### config.mk
export PLATFORM = sky130hd
export DESIGN_NAME = dupp_regs_top
export DESIGN_NICKNAME = d
export VERILOG_FILES = /design/src/dupp_pkg.sv /design/src/dupp_sync.sv /design/src/dupp_pin_mux.sv /design/src/dupp_regs_top.sv
export SDC_FILE = /design/constraint.sdc
export NUM_CORES = 1
export LEC_CHECK = 0
export ABC_CLOCK_PERIOD_IN_PS = 2000
export BUFFER_PORTS_ARGS = -buffer_cell sky130_fd_sc_hd__buf_2
export CAP_MARGIN = 10
export CORE_UTILIZATION = 25
export CTS_CLUSTER_DIAMETER = 150
export CTS_CLUSTER_SIZE = 14
export DETAILED_ROUTE_END_ITERATION = 7
export PLACE_DENSITY = 0.44
export SYNTH_ARGS = -nofsm -noshare
export SYNTH_HDL_FRONTEND = slang
export SYNTH_SLANG_ARGS = --single-unit
### constraint.sdc
create_clock -name aclk -period 2 [get_ports aclk]
set_input_delay 0.2 -clock aclk [delete_from_list [all_inputs] [get_ports aclk]]
set_output_delay 0.2 -clock aclk [all_outputs]
set_load 0.01 [all_outputs]
### src/dupp_pkg.sv
// package: register map, fields, resets and carriers of the pin port
`default_nettype none
package dupp_pkg;
  localparam int NPINS = 5;
  localparam int AW    = 8;

  // printed offsets are word indexes; byte address is four times
  localparam logic [5:0] IDX_REV  = 6'h0a;
  localparam logic [5:0] IDX_CTRL = 6'h0e;
  localparam logic [5:0] IDX_OUT  = 6'h0f;
  localparam logic [5:0] IDX_IN   = 6'h10;
  localparam logic [5:0] IDX_PRE  = 6'h11;

  localparam int CTRL_ON_BIT = 7;
  localparam int DIR_LSB     = 0;
  localparam int PIN_FILTER  = 4;
  localparam int PRE_A0P_BIT = 0;
  localparam int PRE_A0N_BIT = 1;
  localparam int PRE_A1P_BIT = 2;
  localparam int PRE_A1N_BIT = 3;

  localparam logic [7:0] CTRL_RST = 8'h00;
  localparam logic [4:0] OUT_RST  = 5'h00;
  localparam logic [7:0] PRE_RST  = 8'hff;
  localparam logic [4:0] SYNC_RST = 5'h00;

  localparam logic [1:0] RESP_OKAY   = 2'h0;
  localparam logic [1:0] RESP_SLVERR = 2'h2;

  typedef struct packed {
    logic       on;
    logic [1:0] rsvd;
    logic [4:0] dir;
  } dupp_ctrl_t;

  typedef struct packed {
    logic [4:0] oe;
    logic [4:0] level;
  } dupp_drive_t;

  typedef struct packed {
    logic       filter;
    logic [3:0] mode;
  } dupp_strap_t;

  typedef enum logic {WS_COLLECT, WS_RESP} dupp_wr_state_t;
  typedef enum logic {RS_IDLE, RS_DATA} dupp_rd_state_t;
endpackage
`default_nettype wire

### src/dupp_sync.sv
// two-stage synchroniser for the pin input levels
`default_nettype none
module dupp_sync
  import dupp_pkg::*;
(
  // clock and reset
  input  wire logic             aclk,
  input  wire logic             aresetn,
  input  wire logic             ce,
  // levels
  input  wire logic [NPINS-1:0] d_in,
  output logic      [NPINS-1:0] q_out
);
  logic [NPINS-1:0] meta_r;
  logic [NPINS-1:0] meta_nxt;
  logic [NPINS-1:0] q_r;
  logic [NPINS-1:0] q_nxt;

  always_comb begin
    meta_nxt = d_in;
    q_nxt    = meta_r;  // first stage feeds only the second
  end

  always_ff @(posedge aclk) begin
    if (!aresetn) begin
      meta_r <= SYNC_RST;
      q_r    <= SYNC_RST;
    end else if (ce) begin
      meta_r <= meta_nxt;
      q_r    <= q_nxt;
    end
  end

  assign q_out = q_r;
endmodule
`default_nettype wire

### src/dupp_pin_mux.sv
// per-pin drive and strap pass-through for the dual-use pins
`default_nettype none
module dupp_pin_mux
  import dupp_pkg::*;
(
  // clock and reset
  input  wire logic             aclk,
  input  wire logic             aresetn,
  input  wire logic             ce,
  // configuration
  input  wire logic             port_on,
  input  wire logic [NPINS-1:0] dir,
  input  wire logic [NPINS-1:0] level,
  // pins
  input  wire logic [NPINS-1:0] pad_in,
  output logic      [NPINS-1:0] pad_out,
  output logic      [NPINS-1:0] pad_oe,
  // straps to the core
  output dupp_strap_t           strap
);
  dupp_drive_t drv_r;
  dupp_drive_t drv_nxt;
  dupp_strap_t strap_r;
  dupp_strap_t strap_nxt;

  genvar i;
  generate
    for (i = 0; i < NPINS; i++) begin : g_pin
      always_comb begin
        drv_nxt.oe[i]    = port_on & dir[i];
        drv_nxt.level[i] = port_on & dir[i] & level[i];
      end
    end
  endgenerate

  // strap inputs keep following the pad level in every mode
  always_comb begin
    strap_nxt.filter = pad_in[PIN_FILTER];
    strap_nxt.mode   = pad_in[3:0];
  end

  always_ff @(posedge aclk) begin
    if (!aresetn) begin
      drv_r   <= '0;
      strap_r <= '0;
    end else if (ce) begin
      drv_r   <= drv_nxt;
      strap_r <= strap_nxt;
    end
  end

  assign pad_out = drv_r.level;
  assign pad_oe  = drv_r.oe;
  assign strap   = strap_r;
endmodule
`default_nettype wire

### src/dupp_regs_top.sv
// dual-use pin port registers with an AXI4-Lite slave
//
// The AXI4-Lite register port was left to the implementer.
`default_nettype none
module dupp_regs_top
  import dupp_pkg::*;
#(
  // arbitrary neutral value, not a real part's code
  parameter logic [7:0] REVISION_CODE = 8'h5a
) (
  // clock, reset, enable
  input  wire logic             aclk,
  input  wire logic             aresetn,
  input  wire logic             ce,
  // write address
  input  wire logic [AW-1:0]    s_axi_awaddr,
  input  wire logic [2:0]       s_axi_awprot,
  input  wire logic             s_axi_awvalid,
  output logic                  s_axi_awready,
  // write data
  input  wire logic [31:0]      s_axi_wdata,
  input  wire logic [3:0]       s_axi_wstrb,
  input  wire logic             s_axi_wvalid,
  output logic                  s_axi_wready,
  // write response
  output logic [1:0]            s_axi_bresp,
  output logic                  s_axi_bvalid,
  input  wire logic             s_axi_bready,
  // read address
  input  wire logic [AW-1:0]    s_axi_araddr,
  input  wire logic [2:0]       s_axi_arprot,
  input  wire logic             s_axi_arvalid,
  output logic                  s_axi_arready,
  // read data
  output logic [31:0]           s_axi_rdata,
  output logic [1:0]            s_axi_rresp,
  output logic                  s_axi_rvalid,
  input  wire logic             s_axi_rready,
  // control-mode strap level
  input  wire logic             spi_ctrl_mode,
  // dual-use pins
  input  wire logic [NPINS-1:0] pad_in,
  output logic      [NPINS-1:0] pad_out,
  output logic      [NPINS-1:0] pad_oe,
  // straps to the converter core
  output dupp_strap_t           strap,
  // analog input precharge buffers
  output logic                  ain0_pos_buffer_on,
  output logic                  ain0_neg_buffer_on,
  output logic                  ain1_pos_buffer_on,
  output logic                  ain1_neg_buffer_on
);

  // write channel state
  dupp_wr_state_t wr_state_r;
  dupp_wr_state_t wr_state_nxt;
  logic           aw_held_r;
  logic           aw_held_nxt;
  logic           w_held_r;
  logic           w_held_nxt;
  logic [AW-1:0]  awaddr_r;
  logic [AW-1:0]  awaddr_nxt;
  logic [7:0]     wbyte_r;
  logic [7:0]     wbyte_nxt;
  logic           wlane_r;
  logic           wlane_nxt;
  logic [1:0]     bresp_r;
  logic [1:0]     bresp_nxt;

  // read channel state
  dupp_rd_state_t rd_state_r;
  dupp_rd_state_t rd_state_nxt;
  logic [31:0]    rdata_r;
  logic [31:0]    rdata_nxt;
  logic [1:0]     rresp_r;
  logic [1:0]     rresp_nxt;

  // registers
  dupp_ctrl_t     ctrl_r;
  dupp_ctrl_t     ctrl_nxt;
  logic [4:0]     outv_r;
  logic [4:0]     outv_nxt;
  logic [7:0]     pre_r;
  logic [7:0]     pre_nxt;

  // internal
  logic             aw_fire;
  logic             w_fire;
  logic             ar_fire;
  logic             wr_go;
  logic [5:0]       wr_idx;
  logic [5:0]       rd_idx;
  logic             port_on;
  logic [NPINS-1:0] pin_sync;
  logic [NPINS-1:0] pin_in_value;

  // handshake outputs are combinational from state
  assign s_axi_awready = ce & (wr_state_r == WS_COLLECT) & ~aw_held_r;
  assign s_axi_wready  = ce & (wr_state_r == WS_COLLECT) & ~w_held_r;
  assign s_axi_arready = ce & (rd_state_r == RS_IDLE);
  assign s_axi_bvalid  = (wr_state_r == WS_RESP);
  assign s_axi_rvalid  = (rd_state_r == RS_DATA);
  assign s_axi_bresp   = bresp_r;
  assign s_axi_rdata   = rdata_r;
  assign s_axi_rresp   = rresp_r;

  assign aw_fire = s_axi_awvalid & s_axi_awready;
  assign w_fire  = s_axi_wvalid & s_axi_wready;
  assign ar_fire = s_axi_arvalid & s_axi_arready;
  // write commits one cycle after both halves are held
  assign wr_go   = (wr_state_r == WS_COLLECT) & aw_held_r & w_held_r;
  assign wr_idx  = awaddr_r[AW-1:2];
  assign rd_idx  = s_axi_araddr[AW-1:2];

  // outside serial-control mode the port stays dead whatever is stored
  assign port_on = ctrl_r.on & spi_ctrl_mode;

  // output pins and pins of a disabled port read back as zero
  assign pin_in_value = pin_sync & ~ctrl_r.dir & {NPINS{port_on}};

  // write channel
  always_comb begin
    wr_state_nxt = wr_state_r;
    aw_held_nxt  = aw_held_r;
    w_held_nxt   = w_held_r;
    awaddr_nxt   = awaddr_r;
    wbyte_nxt    = wbyte_r;
    wlane_nxt    = wlane_r;
    bresp_nxt    = bresp_r;
    case (wr_state_r)
      WS_COLLECT: begin
        if (aw_fire) begin
          aw_held_nxt = 1'b1;
          awaddr_nxt  = s_axi_awaddr;
        end
        if (w_fire) begin
          w_held_nxt = 1'b1;
          wbyte_nxt  = s_axi_wdata[7:0];
          wlane_nxt  = s_axi_wstrb[0];
        end
        if (wr_go) begin
          aw_held_nxt  = 1'b0;
          w_held_nxt   = 1'b0;
          wr_state_nxt = WS_RESP;
          if (wr_idx == IDX_CTRL) begin
            bresp_nxt = RESP_OKAY;
          end else if (wr_idx == IDX_OUT) begin
            bresp_nxt = RESP_OKAY;
          end else if (wr_idx == IDX_PRE) begin
            bresp_nxt = RESP_OKAY;
          end else begin
            // read-only and unmapped words refuse the write
            bresp_nxt = RESP_SLVERR;
          end
        end
      end
      WS_RESP: begin
        if (s_axi_bready) begin
          wr_state_nxt = WS_COLLECT;
        end
      end
      default: begin
        wr_state_nxt = WS_COLLECT;
      end
    endcase
  end

  always_ff @(posedge aclk) begin
    if (!aresetn) begin
      wr_state_r <= WS_COLLECT;
      aw_held_r  <= 1'b0;
      w_held_r   <= 1'b0;
      awaddr_r   <= '0;
      wbyte_r    <= 8'h00;
      wlane_r    <= 1'b0;
      bresp_r    <= RESP_OKAY;
    end else if (ce) begin
      wr_state_r <= wr_state_nxt;
      aw_held_r  <= aw_held_nxt;
      w_held_r   <= w_held_nxt;
      awaddr_r   <= awaddr_nxt;
      wbyte_r    <= wbyte_nxt;
      wlane_r    <= wlane_nxt;
      bresp_r    <= bresp_nxt;
    end
  end

  // register file; a cleared lane 0 strobe leaves the word unchanged
  always_comb begin
    ctrl_nxt = ctrl_r;
    outv_nxt = outv_r;
    pre_nxt  = pre_r;
    if (wr_go && wlane_r) begin
      if (wr_idx == IDX_CTRL) begin
        ctrl_nxt.on   = wbyte_r[CTRL_ON_BIT];
        ctrl_nxt.rsvd = 2'h0;
        ctrl_nxt.dir  = wbyte_r[DIR_LSB +: NPINS];
      end else if (wr_idx == IDX_OUT) begin
        outv_nxt = wbyte_r[NPINS-1:0];
      end else if (wr_idx == IDX_PRE) begin
        pre_nxt = ~wbyte_r;
      end
    end
  end

  always_ff @(posedge aclk) begin
    if (!aresetn) begin
      ctrl_r <= CTRL_RST;
      outv_r <= OUT_RST;
      pre_r  <= PRE_RST;
    end else if (ce) begin
      ctrl_r <= ctrl_nxt;
      outv_r <= outv_nxt;
      pre_r  <= pre_nxt;
    end
  end

  // read channel
  always_comb begin
    rd_state_nxt = rd_state_r;
    rdata_nxt    = rdata_r;
    rresp_nxt    = rresp_r;
    case (rd_state_r)
      RS_IDLE: begin
        if (ar_fire) begin
          rd_state_nxt = RS_DATA;
          rresp_nxt    = RESP_OKAY;
          if (rd_idx == IDX_REV) begin
            rdata_nxt = {24'h000000, REVISION_CODE};
          end else if (rd_idx == IDX_CTRL) begin
            rdata_nxt = {24'h000000, ctrl_r};
          end else if (rd_idx == IDX_OUT) begin
            rdata_nxt = {27'h0000000, outv_r};
          end else if (rd_idx == IDX_IN) begin
            rdata_nxt = {27'h0000000, pin_in_value};
          end else if (rd_idx == IDX_PRE) begin
            rdata_nxt = {24'h000000, pre_r};
          end else begin
            rdata_nxt = 32'h00000000;
            rresp_nxt = RESP_SLVERR;
          end
        end
      end
      RS_DATA: begin
        if (s_axi_rready) begin
          rd_state_nxt = RS_IDLE;
        end
      end
      default: begin
        rd_state_nxt = RS_IDLE;
      end
    endcase
  end

  always_ff @(posedge aclk) begin
    if (!aresetn) begin
      rd_state_r <= RS_IDLE;
      rdata_r    <= 32'h00000000;
      rresp_r    <= RESP_OKAY;
    end else if (ce) begin
      rd_state_r <= rd_state_nxt;
      rdata_r    <= rdata_nxt;
      rresp_r    <= rresp_nxt;
    end
  end

  // precharge buffer enables straight from the stored byte
  assign ain0_pos_buffer_on = pre_r[PRE_A0P_BIT];
  assign ain0_neg_buffer_on = pre_r[PRE_A0N_BIT];
  assign ain1_pos_buffer_on = pre_r[PRE_A1P_BIT];
  assign ain1_neg_buffer_on = pre_r[PRE_A1N_BIT];

  // pin levels are asynchronous to the bus clock in practice
  dupp_sync u_sync (
    .aclk    (aclk),
    .aresetn (aresetn),
    .ce      (ce),
    .d_in    (pad_in),
    .q_out   (pin_sync)
  );

  dupp_pin_mux u_pins (
    .aclk    (aclk),
    .aresetn (aresetn),
    .ce      (ce),
    .port_on (port_on),
    .dir     (ctrl_r.dir),
    .level   (outv_r),
    .pad_in  (pad_in),
    .pad_out (pad_out),
    .pad_oe  (pad_oe),
    .strap   (strap)
  );

endmodule
`default_nettype wire

=== After elaboration in Yosys (flattened, before gate mapping) ===
Cells that the tools add are included.

* Flip-flop bits (word level): 101
* Bits in latches: 0
* RAM bits: 0
* Memory bits (read-only): 0
* Input bits: 72
* Output and inout bits: 60
* Word-level logic and storage cells: 93
* Memories kept: 0

* $add $sub $neg: 0
* Multiply operators: 0
* Div/mod/pow operators: 0
* Order comparisons: 0
* Equal/unequal tests: 8
* Shift-type cells: 0
* Muxes and demuxes: 23
* Bitwise gates (word level): 30
* Reduce and logical (&&, ||, !) cells: 12

{| class="wikitable"
|+ Operator list
! cell !! number
|-
| $mux W8 || 5
|-
| $eq A6 B4 Y1 const B || 5
|-
| $reduce_and A3 Y1 || 7
|-
| $and A1 B1 Y1 || 20
|-
| $eq A6 B5 Y1 const B || 3
|-
| $mux W2 || 8
|-
| $and A5 B5 Y5 || 2
|-
| $mux W1 || 8
|-
| $not A8 Y8 || 1
|-
| $not A1 Y1 || 6
|-
| $not A5 Y5 || 1
|-
| $reduce_and A5 Y1 || 1
|-
| $pmux W1 S2 || 2
|-
| $reduce_and A4 Y1 || 1
|-
| $reduce_bool A2 Y1 || 2
|-
| $logic_and A1 B1 Y1 || 1
|}

=== Depth between registers and ports, before layout ===
* Word-level depth: 7
* Gate-level depth with buffers: 5

=== Cells and area by module ===
A second synthesis with hierarchy kept.

* Cells, all modules: 369
* Area total of the unflattened synthesis: 3,408.3 µm²

{| class="wikitable"
|+ By module, submodules not included
! module !! instances !! cells an instance !! area an instance (µm²)
|-
| dupp_regs_top || 1 || 278 || 2,397.3
|-
| dupp_pin_mux || 1 || 60 || 636.9
|-
| dupp_sync || 1 || 31 || 374.1
|}

=== Least setup slack after synthesis ===
No wires, ideal clock.

* Kind: register -> register
* From: register wr_state_r (netlist: s_axi_bvalid)
* To: register ctrl_r[0] (netlist bit)
* Library setup time: 0.072 ns
* Arrival time: 1.261 ns
* Setup slack: 0.667 ns
* Stages on the path, launching flop included: 5
* Path buffers: 0
* Clock period less this slack: 1.333 ns
* Cell sequence: dfxtp_1 -> and4b_2 -> nand4_4 -> nor2_8 -> mux2i_1

* Word-level cells in the longest chain between the ends: 5

{| class="wikitable"
|+ Ends and longest elaborated chain
! what !! line !! RTL
|-
| start: declaration || dupp_regs_top.sv:55 || <nowiki>dupp_wr_state_t wr_state_r;</nowiki>
|-
| start signal: assignment || dupp_regs_top.sv:178 || <nowiki>wr_state_r <= wr_state_nxt;</nowiki>
|-
| $not A1 Y1 (no line) || -- ||
|-
| $and A1 B1 Y1 (2 in a row) || dupp_regs_top.sv:111 || <nowiki>assign wr_go = (wr_state_r == WS_COLLECT) & aw_held_r & w_held_r;</nowiki>
|-
| $logic_and A1 B1 Y1 || dupp_regs_top.sv:193 || <nowiki>if (wr_go && wlane_r) begin</nowiki>
|-
| $reduce_and A3 Y1 (no line) || -- ||
|-
| end signal: assignment || dupp_regs_top.sv:212 || <nowiki>ctrl_r <= ctrl_nxt;</nowiki>
|-
| end: declaration || dupp_regs_top.sv:79 || <nowiki>dupp_ctrl_t ctrl_r;</nowiki>
|}

No other way between the ends.
A chain may end at the register's enable or synchronous reset.

=== Final worst setup path ===
* From: register rd_state_r (netlist: s_axi_rvalid)
* To: register rdata_r[4] (netlist: s_axi_rdata[4])

* Word-level cells in the longest chain between the ends: 4

{| class="wikitable"
|+ Ends and longest elaborated chain
! what !! line !! RTL
|-
| start: declaration || dupp_regs_top.sv:71 || <nowiki>dupp_rd_state_t rd_state_r;</nowiki>
|-
| start signal: assignment || dupp_regs_top.sv:261 || <nowiki>rd_state_r <= rd_state_nxt;</nowiki>
|-
| $not A1 Y1 (*) || -- ||
|-
| $and A1 B1 Y1 || dupp_regs_top.sv:100 || <nowiki>assign s_axi_arready = ce & (rd_state_r == RS_IDLE);</nowiki>
|-
| $and A1 B1 Y1 || dupp_regs_top.sv:109 || <nowiki>assign ar_fire = s_axi_arvalid & s_axi_arready;</nowiki>
|-
| $reduce_and A3 Y1 (no line) (*) || -- ||
|-
| end signal: assignment || dupp_regs_top.sv:262 || <nowiki>rdata_r <= rdata_nxt;</nowiki>
|-
| end: declaration || dupp_regs_top.sv:73 || <nowiki>logic [31:0] rdata_r;</nowiki>
|}

Every way passes the cells marked *; elsewhere a longest branch is shown, timed or not.

==> impl_metrics.prom <==
# TYPE chip_impl_metric gauge
chip_impl_info{name="run_status",value="complete, no violations"} 1
chip_impl_info{name="synth_top_flop_cell",value="dfxtp_1"} 1
chip_impl_metric{name="pwr-share-comb",unit=""} 0.085
chip_impl_metric{name="drt.antenna.violating_nets",unit=""} 0
chip_impl_metric{name="worstMarginPinSlew",unit="ns"} 0.519
chip_impl_metric{name="final.period_utilization",unit=""} 0.819
chip_impl_metric{name="synth_compound_area_frac",unit=""} 0.135
chip_impl_info{name="start_kind",value="flop"} 1
chip_impl_metric{name="first_pass_iters",unit=""} 6
chip_impl_metric{name="antenna_violations_before_repair",unit=""} 0
chip_impl_metric{name="detail_route.wl_per_cell",unit="microns"} 13.5
chip_impl_metric{name="power_density",unit="nW/um^2"} 813
chip_impl_metric{name="hold_violations",unit=""} 0
chip_impl_metric{name="n_antenna_cell",unit=""} 0
chip_impl_metric{name="leftover_overflow_at_the_end_of_global_routing",unit=""} 0
chip_impl_metric{name="timing.hold.ws",unit="ns"} 0.118
chip_impl_metric{name="max-clock-path-buffers",unit=""} 2
chip_impl_metric{name="synth_async_sr_flop_share",unit=""} 0
chip_impl_metric{name="syn-cell-area",unit="sq um"} 3250
chip_impl_metric{name="route.detailed.vias_per_inst",unit=""} 4.30
chip_impl_metric{name="distinct_cells_synth",unit=""} 43
chip_impl_info{name="criticalPathCategory",value="flop to flop"} 1
chip_impl_metric{name="layout-drive-gt1-share",unit=""} 0.272
chip_impl_metric{name="cts_sinks",unit=""} 68
chip_impl_metric{name="final_wirelength",unit="mm"} 7.86
chip_impl_metric{name="worstPathMaxFanout",unit=""} 11
chip_impl_info{name="grt_setup_unrepaired",value="no"} 1
chip_impl_metric{name="fin_nets",unit=""} 479
chip_impl_metric{name="setup-tns-final",unit="ns"} 0
chip_impl_metric{name="worstRegToRegCells",unit=""} 4
chip_impl_metric{name="p_leak",unit="nW"} 1.69
chip_impl_metric{name="path_clk_slew",unit="ns"} 0.06
chip_impl_metric{name="wire_length_of_the_first_global_routing_pass",unit="mm"} 12.5
chip_impl_metric{name="die-area",unit="sq um"} 13500
chip_impl_info{name="tritoncts_clock_tree",value="done"} 1
chip_impl_metric{name="timing.slew.headroom",unit=""} 0.654
chip_impl_metric{name="syn_avg_cell_area",unit="sq um"} 9.56
chip_impl_info{name="clock-root-buffer",value="clkbuf_16"} 1
chip_impl_metric{name="num_io_pins",unit=""} 132
chip_impl_metric{name="cts.htree.levels",unit=""} 3
chip_impl_metric{name="drt_iter0_drc",unit=""} 79
chip_impl_metric{name="insertion_delay",unit="ns"} 0.32
chip_impl_metric{name="die_height",unit="microns"} 116
chip_impl_metric{name="gp_routability_congestion",unit=""} 0.806
chip_impl_metric{name="drc",unit=""} 0
chip_impl_metric{name="synth_xor_area_frac",unit=""} 0
chip_impl_metric{name="tritoncts.num_buffers",unit=""} 9
chip_impl_info{name="synth.cells.most_frequent",value="dfxtp_1 (68), nand2_1 (56), mux2i_1 (35)"} 1
chip_impl_metric{name="timing.final.setup_violations",unit=""} 0
chip_impl_info{name="critPathCaptureType",value="flop"} 1
chip_impl_metric{name="hold_depth",unit=""} 3
chip_impl_metric{name="synth-edff-count",unit=""} 0
chip_impl_metric{name="design_power_total",unit="W"} 0.00323
chip_impl_metric{name="synth-simple-area-share",unit=""} 0.246
chip_impl_metric{name="cts_hold_repair.buffers",unit=""} 0
chip_impl_info{name="synth.area.top_cells",value="dfxtp_1 (42%), mux2i_1 (11%), nand2_1 (6.5%)"} 1
chip_impl_metric{name="arrival",unit="ns"} 1.84
chip_impl_metric{name="grt_use_total",unit=""} 0.123
chip_impl_metric{name="critPathRequiredTime",unit="ns"} 2.20
chip_impl_metric{name="fmax",unit="GHz"} 0.611
chip_impl_metric{name="pin_count_of_the_biggest_net_entering_global_routing",unit=""} 44
chip_impl_metric{name="post_cts.repair.setup_buffers",unit=""} 0
chip_impl_metric{name="ir_worst_vdd",unit="V"} 0.000306
chip_impl_metric{name="area.growth.synth_to_final",unit="%"} 22.2
chip_impl_metric{name="syn-instance-count",unit=""} 340
chip_impl_metric{name="hpwlAfterDp",unit="mm"} 6.01
chip_impl_metric{name="clock_power_share",unit=""} 0.474
chip_impl_metric{name="yosys-mux-area-fraction",unit=""} 0.108
chip_impl_info{name="synth.most_common_cell",value="dfxtp_1"} 1
chip_impl_metric{name="start_util",unit=""} 0.256
chip_impl_metric{name="post-synth-top-area-fraction",unit=""} 0.419
chip_impl_metric{name="via_count",unit=""} 2509
chip_impl_info{name="synth_top_area_cell",value="dfxtp_1"} 1
chip_impl_metric{name="final.setup_skew",unit="ns"} 0.00532
chip_impl_metric{name="max_cap_viol_count",unit=""} 0
chip_impl_info{name="synth_top_family_by_area",value="simple AND/OR/NAND/NOR gates"} 1
chip_impl_metric{name="layout_min_cycle_time",unit="ns"} 1.64
chip_impl_metric{name="io_buffer_count",unit=""} 68
chip_impl_metric{name="synth_seq_area_share",unit=""} 0.419
chip_impl_metric{name="num_rows",unit=""} 41
chip_impl_metric{name="fp.dieW",unit="microns"} 116
chip_impl_metric{name="netSwitchingFraction",unit=""} 0.237
chip_impl_metric{name="postCtsResizedCells",unit=""} 0
chip_impl_metric{name="synthAdderAreaFrac",unit=""} 0
chip_impl_metric{name="synth_seq_cells",unit=""} 68
chip_impl_metric{name="p_int",unit="W"} 0.00246
chip_impl_metric{name="share_seq_of_total_power",unit=""} 0.441
chip_impl_metric{name="via_count_of_the_first_global_routing_pass",unit=""} 2417
chip_impl_metric{name="net-switching-power",unit="W"} 0.000766
chip_impl_metric{name="synth.yosys.warnings",unit=""} 0
chip_impl_info{name="worst_hold_path_type",value="primary input to flop"} 1
chip_impl_metric{name="placeableCoreArea",unit="sq um"} 12700
chip_impl_metric{name="final-max-slew-violation-count",unit=""} 0
==> logic make-up (layout without fill, tap and decap cells) <==
group	Yosys count	count (layout)
and+or+nand+nor	133	133
muxes	35	35
buffers and inverters	47	94
AOI/OAI and AO/OA	56	56
DFF	68	68
other	1	26
==> critical path, stage by stage (launching register included) <==
cell and delay, ns:
dfxtp_1 0.33, and3b_1 0.54, o21ai_1 0.26, a221oi_1 0.27, a21boi_1 0.10
==> registers in the layout, summed over array words and instances, names as in the netlist, 5 cells and up <==
signal and cells:
ctrl_r 6, pre_r 8, u_pins.pad_out 5, u_sync.meta_r 5, s_axi_rdata 8, u_pins.pad_oe 5
outv_r 5, u_sync.q_out 5, awaddr_r 6, wbyte_r 8
==> stage by stage <==
step / cell area [sq um] / instances / utilization / setup WS (ns)
2_1_floorplan: 3340 / 365 / - / 0.667
3_3_place_gp: 3680 / 568 / 0.290 / 0.402
3_5_place_dp: 3680 / 568 / 0.290 / 0.386
4_1_cts: 3970 / 584 / 0.313 / 0.374
5_1_grt: 3970 / 584 / 0.313 / 0.283
6_report: 3970 / 584 / 0.313 / 0.363
==> per-layer routing <==
| layer | vias up | share of wire | GRT usage | routed length [microns] |
|---|---|---|---|---|
| li1 | 1257 | - | - | - |
| met1 | 1184 | 0.44 | 0.151 | 3490 |
| met2 | 66 | 0.50 | 0.208 | 3890 |
| met3 | 2 | 0.057 | 0.0397 | 450 |
| met4 | 0 | 0.0038 | 0.0291 | 30 |
| met5 | - | 0 | 0 | 0 |
==> layout by cell type, fill, tap and decap left out, types with 7 or more instances in the layout <==
cell type	instances
a21boi_1	17
a21oi_1	7
buf_2	68
clkbuf_16	9
conb_1	26
dfxtp_1	68
mux2i_1	35
nand2_1	56
nand2b_1	8
nand3_1	7
nor2b_1	28
o211ai_2	8
==> power by group through the flow <==
| stage | clock (W) | combinational [W] | sequential (W) |
|---|---|---|---|
| 2_1_floorplan | 0 | 0.000209 | 0.00145 |
| 3_3_place_gp | 0 | 0.000273 | 0.00145 |
| 3_5_place_dp | 0 | 0.000276 | 0.00146 |
| 4_1_cts | 0.00158 | 0.000277 | 0.00143 |
| 5_1_grt | 0.00165 | 0.000307 | 0.00143 |
| 6_report | 0.00153 | 0.000273 | 0.00143 |
==> worst paths after layout <==
check | start | end | slack [ns]
max | s_axi_rvalid$_SDFFE_PN0P_ | s_axi_rdata[4]$_SDFFE_PN0P_ | 0.36
min | s_axi_wdata[5] | wbyte_r[5]$_SDFFE_PN0P_ | 0.12
max reg2reg | s_axi_rvalid$_SDFFE_PN0P_ | s_axi_rdata[4]$_SDFFE_PN0P_ | 0.36
min reg2reg | u_pins.pad_out[2]$_SDFFE_PN0P_ | u_pins.pad_out[2]$_SDFFE_PN0P_ | 0.47
==> cell type report <==
type / count / area [sq um]
fillers: 1373 / 8700
clock buffers: 9 / 225
clock inverters: 7 / 67.6
flip-flops and latches: 68 / 1360
inverters: 3 / 11.3
repair buffers: 75 / 405
multi-input cells: 250 / 1690
well taps: 172 / 215
Note: power is estimated with default switching activity, not from simulation.
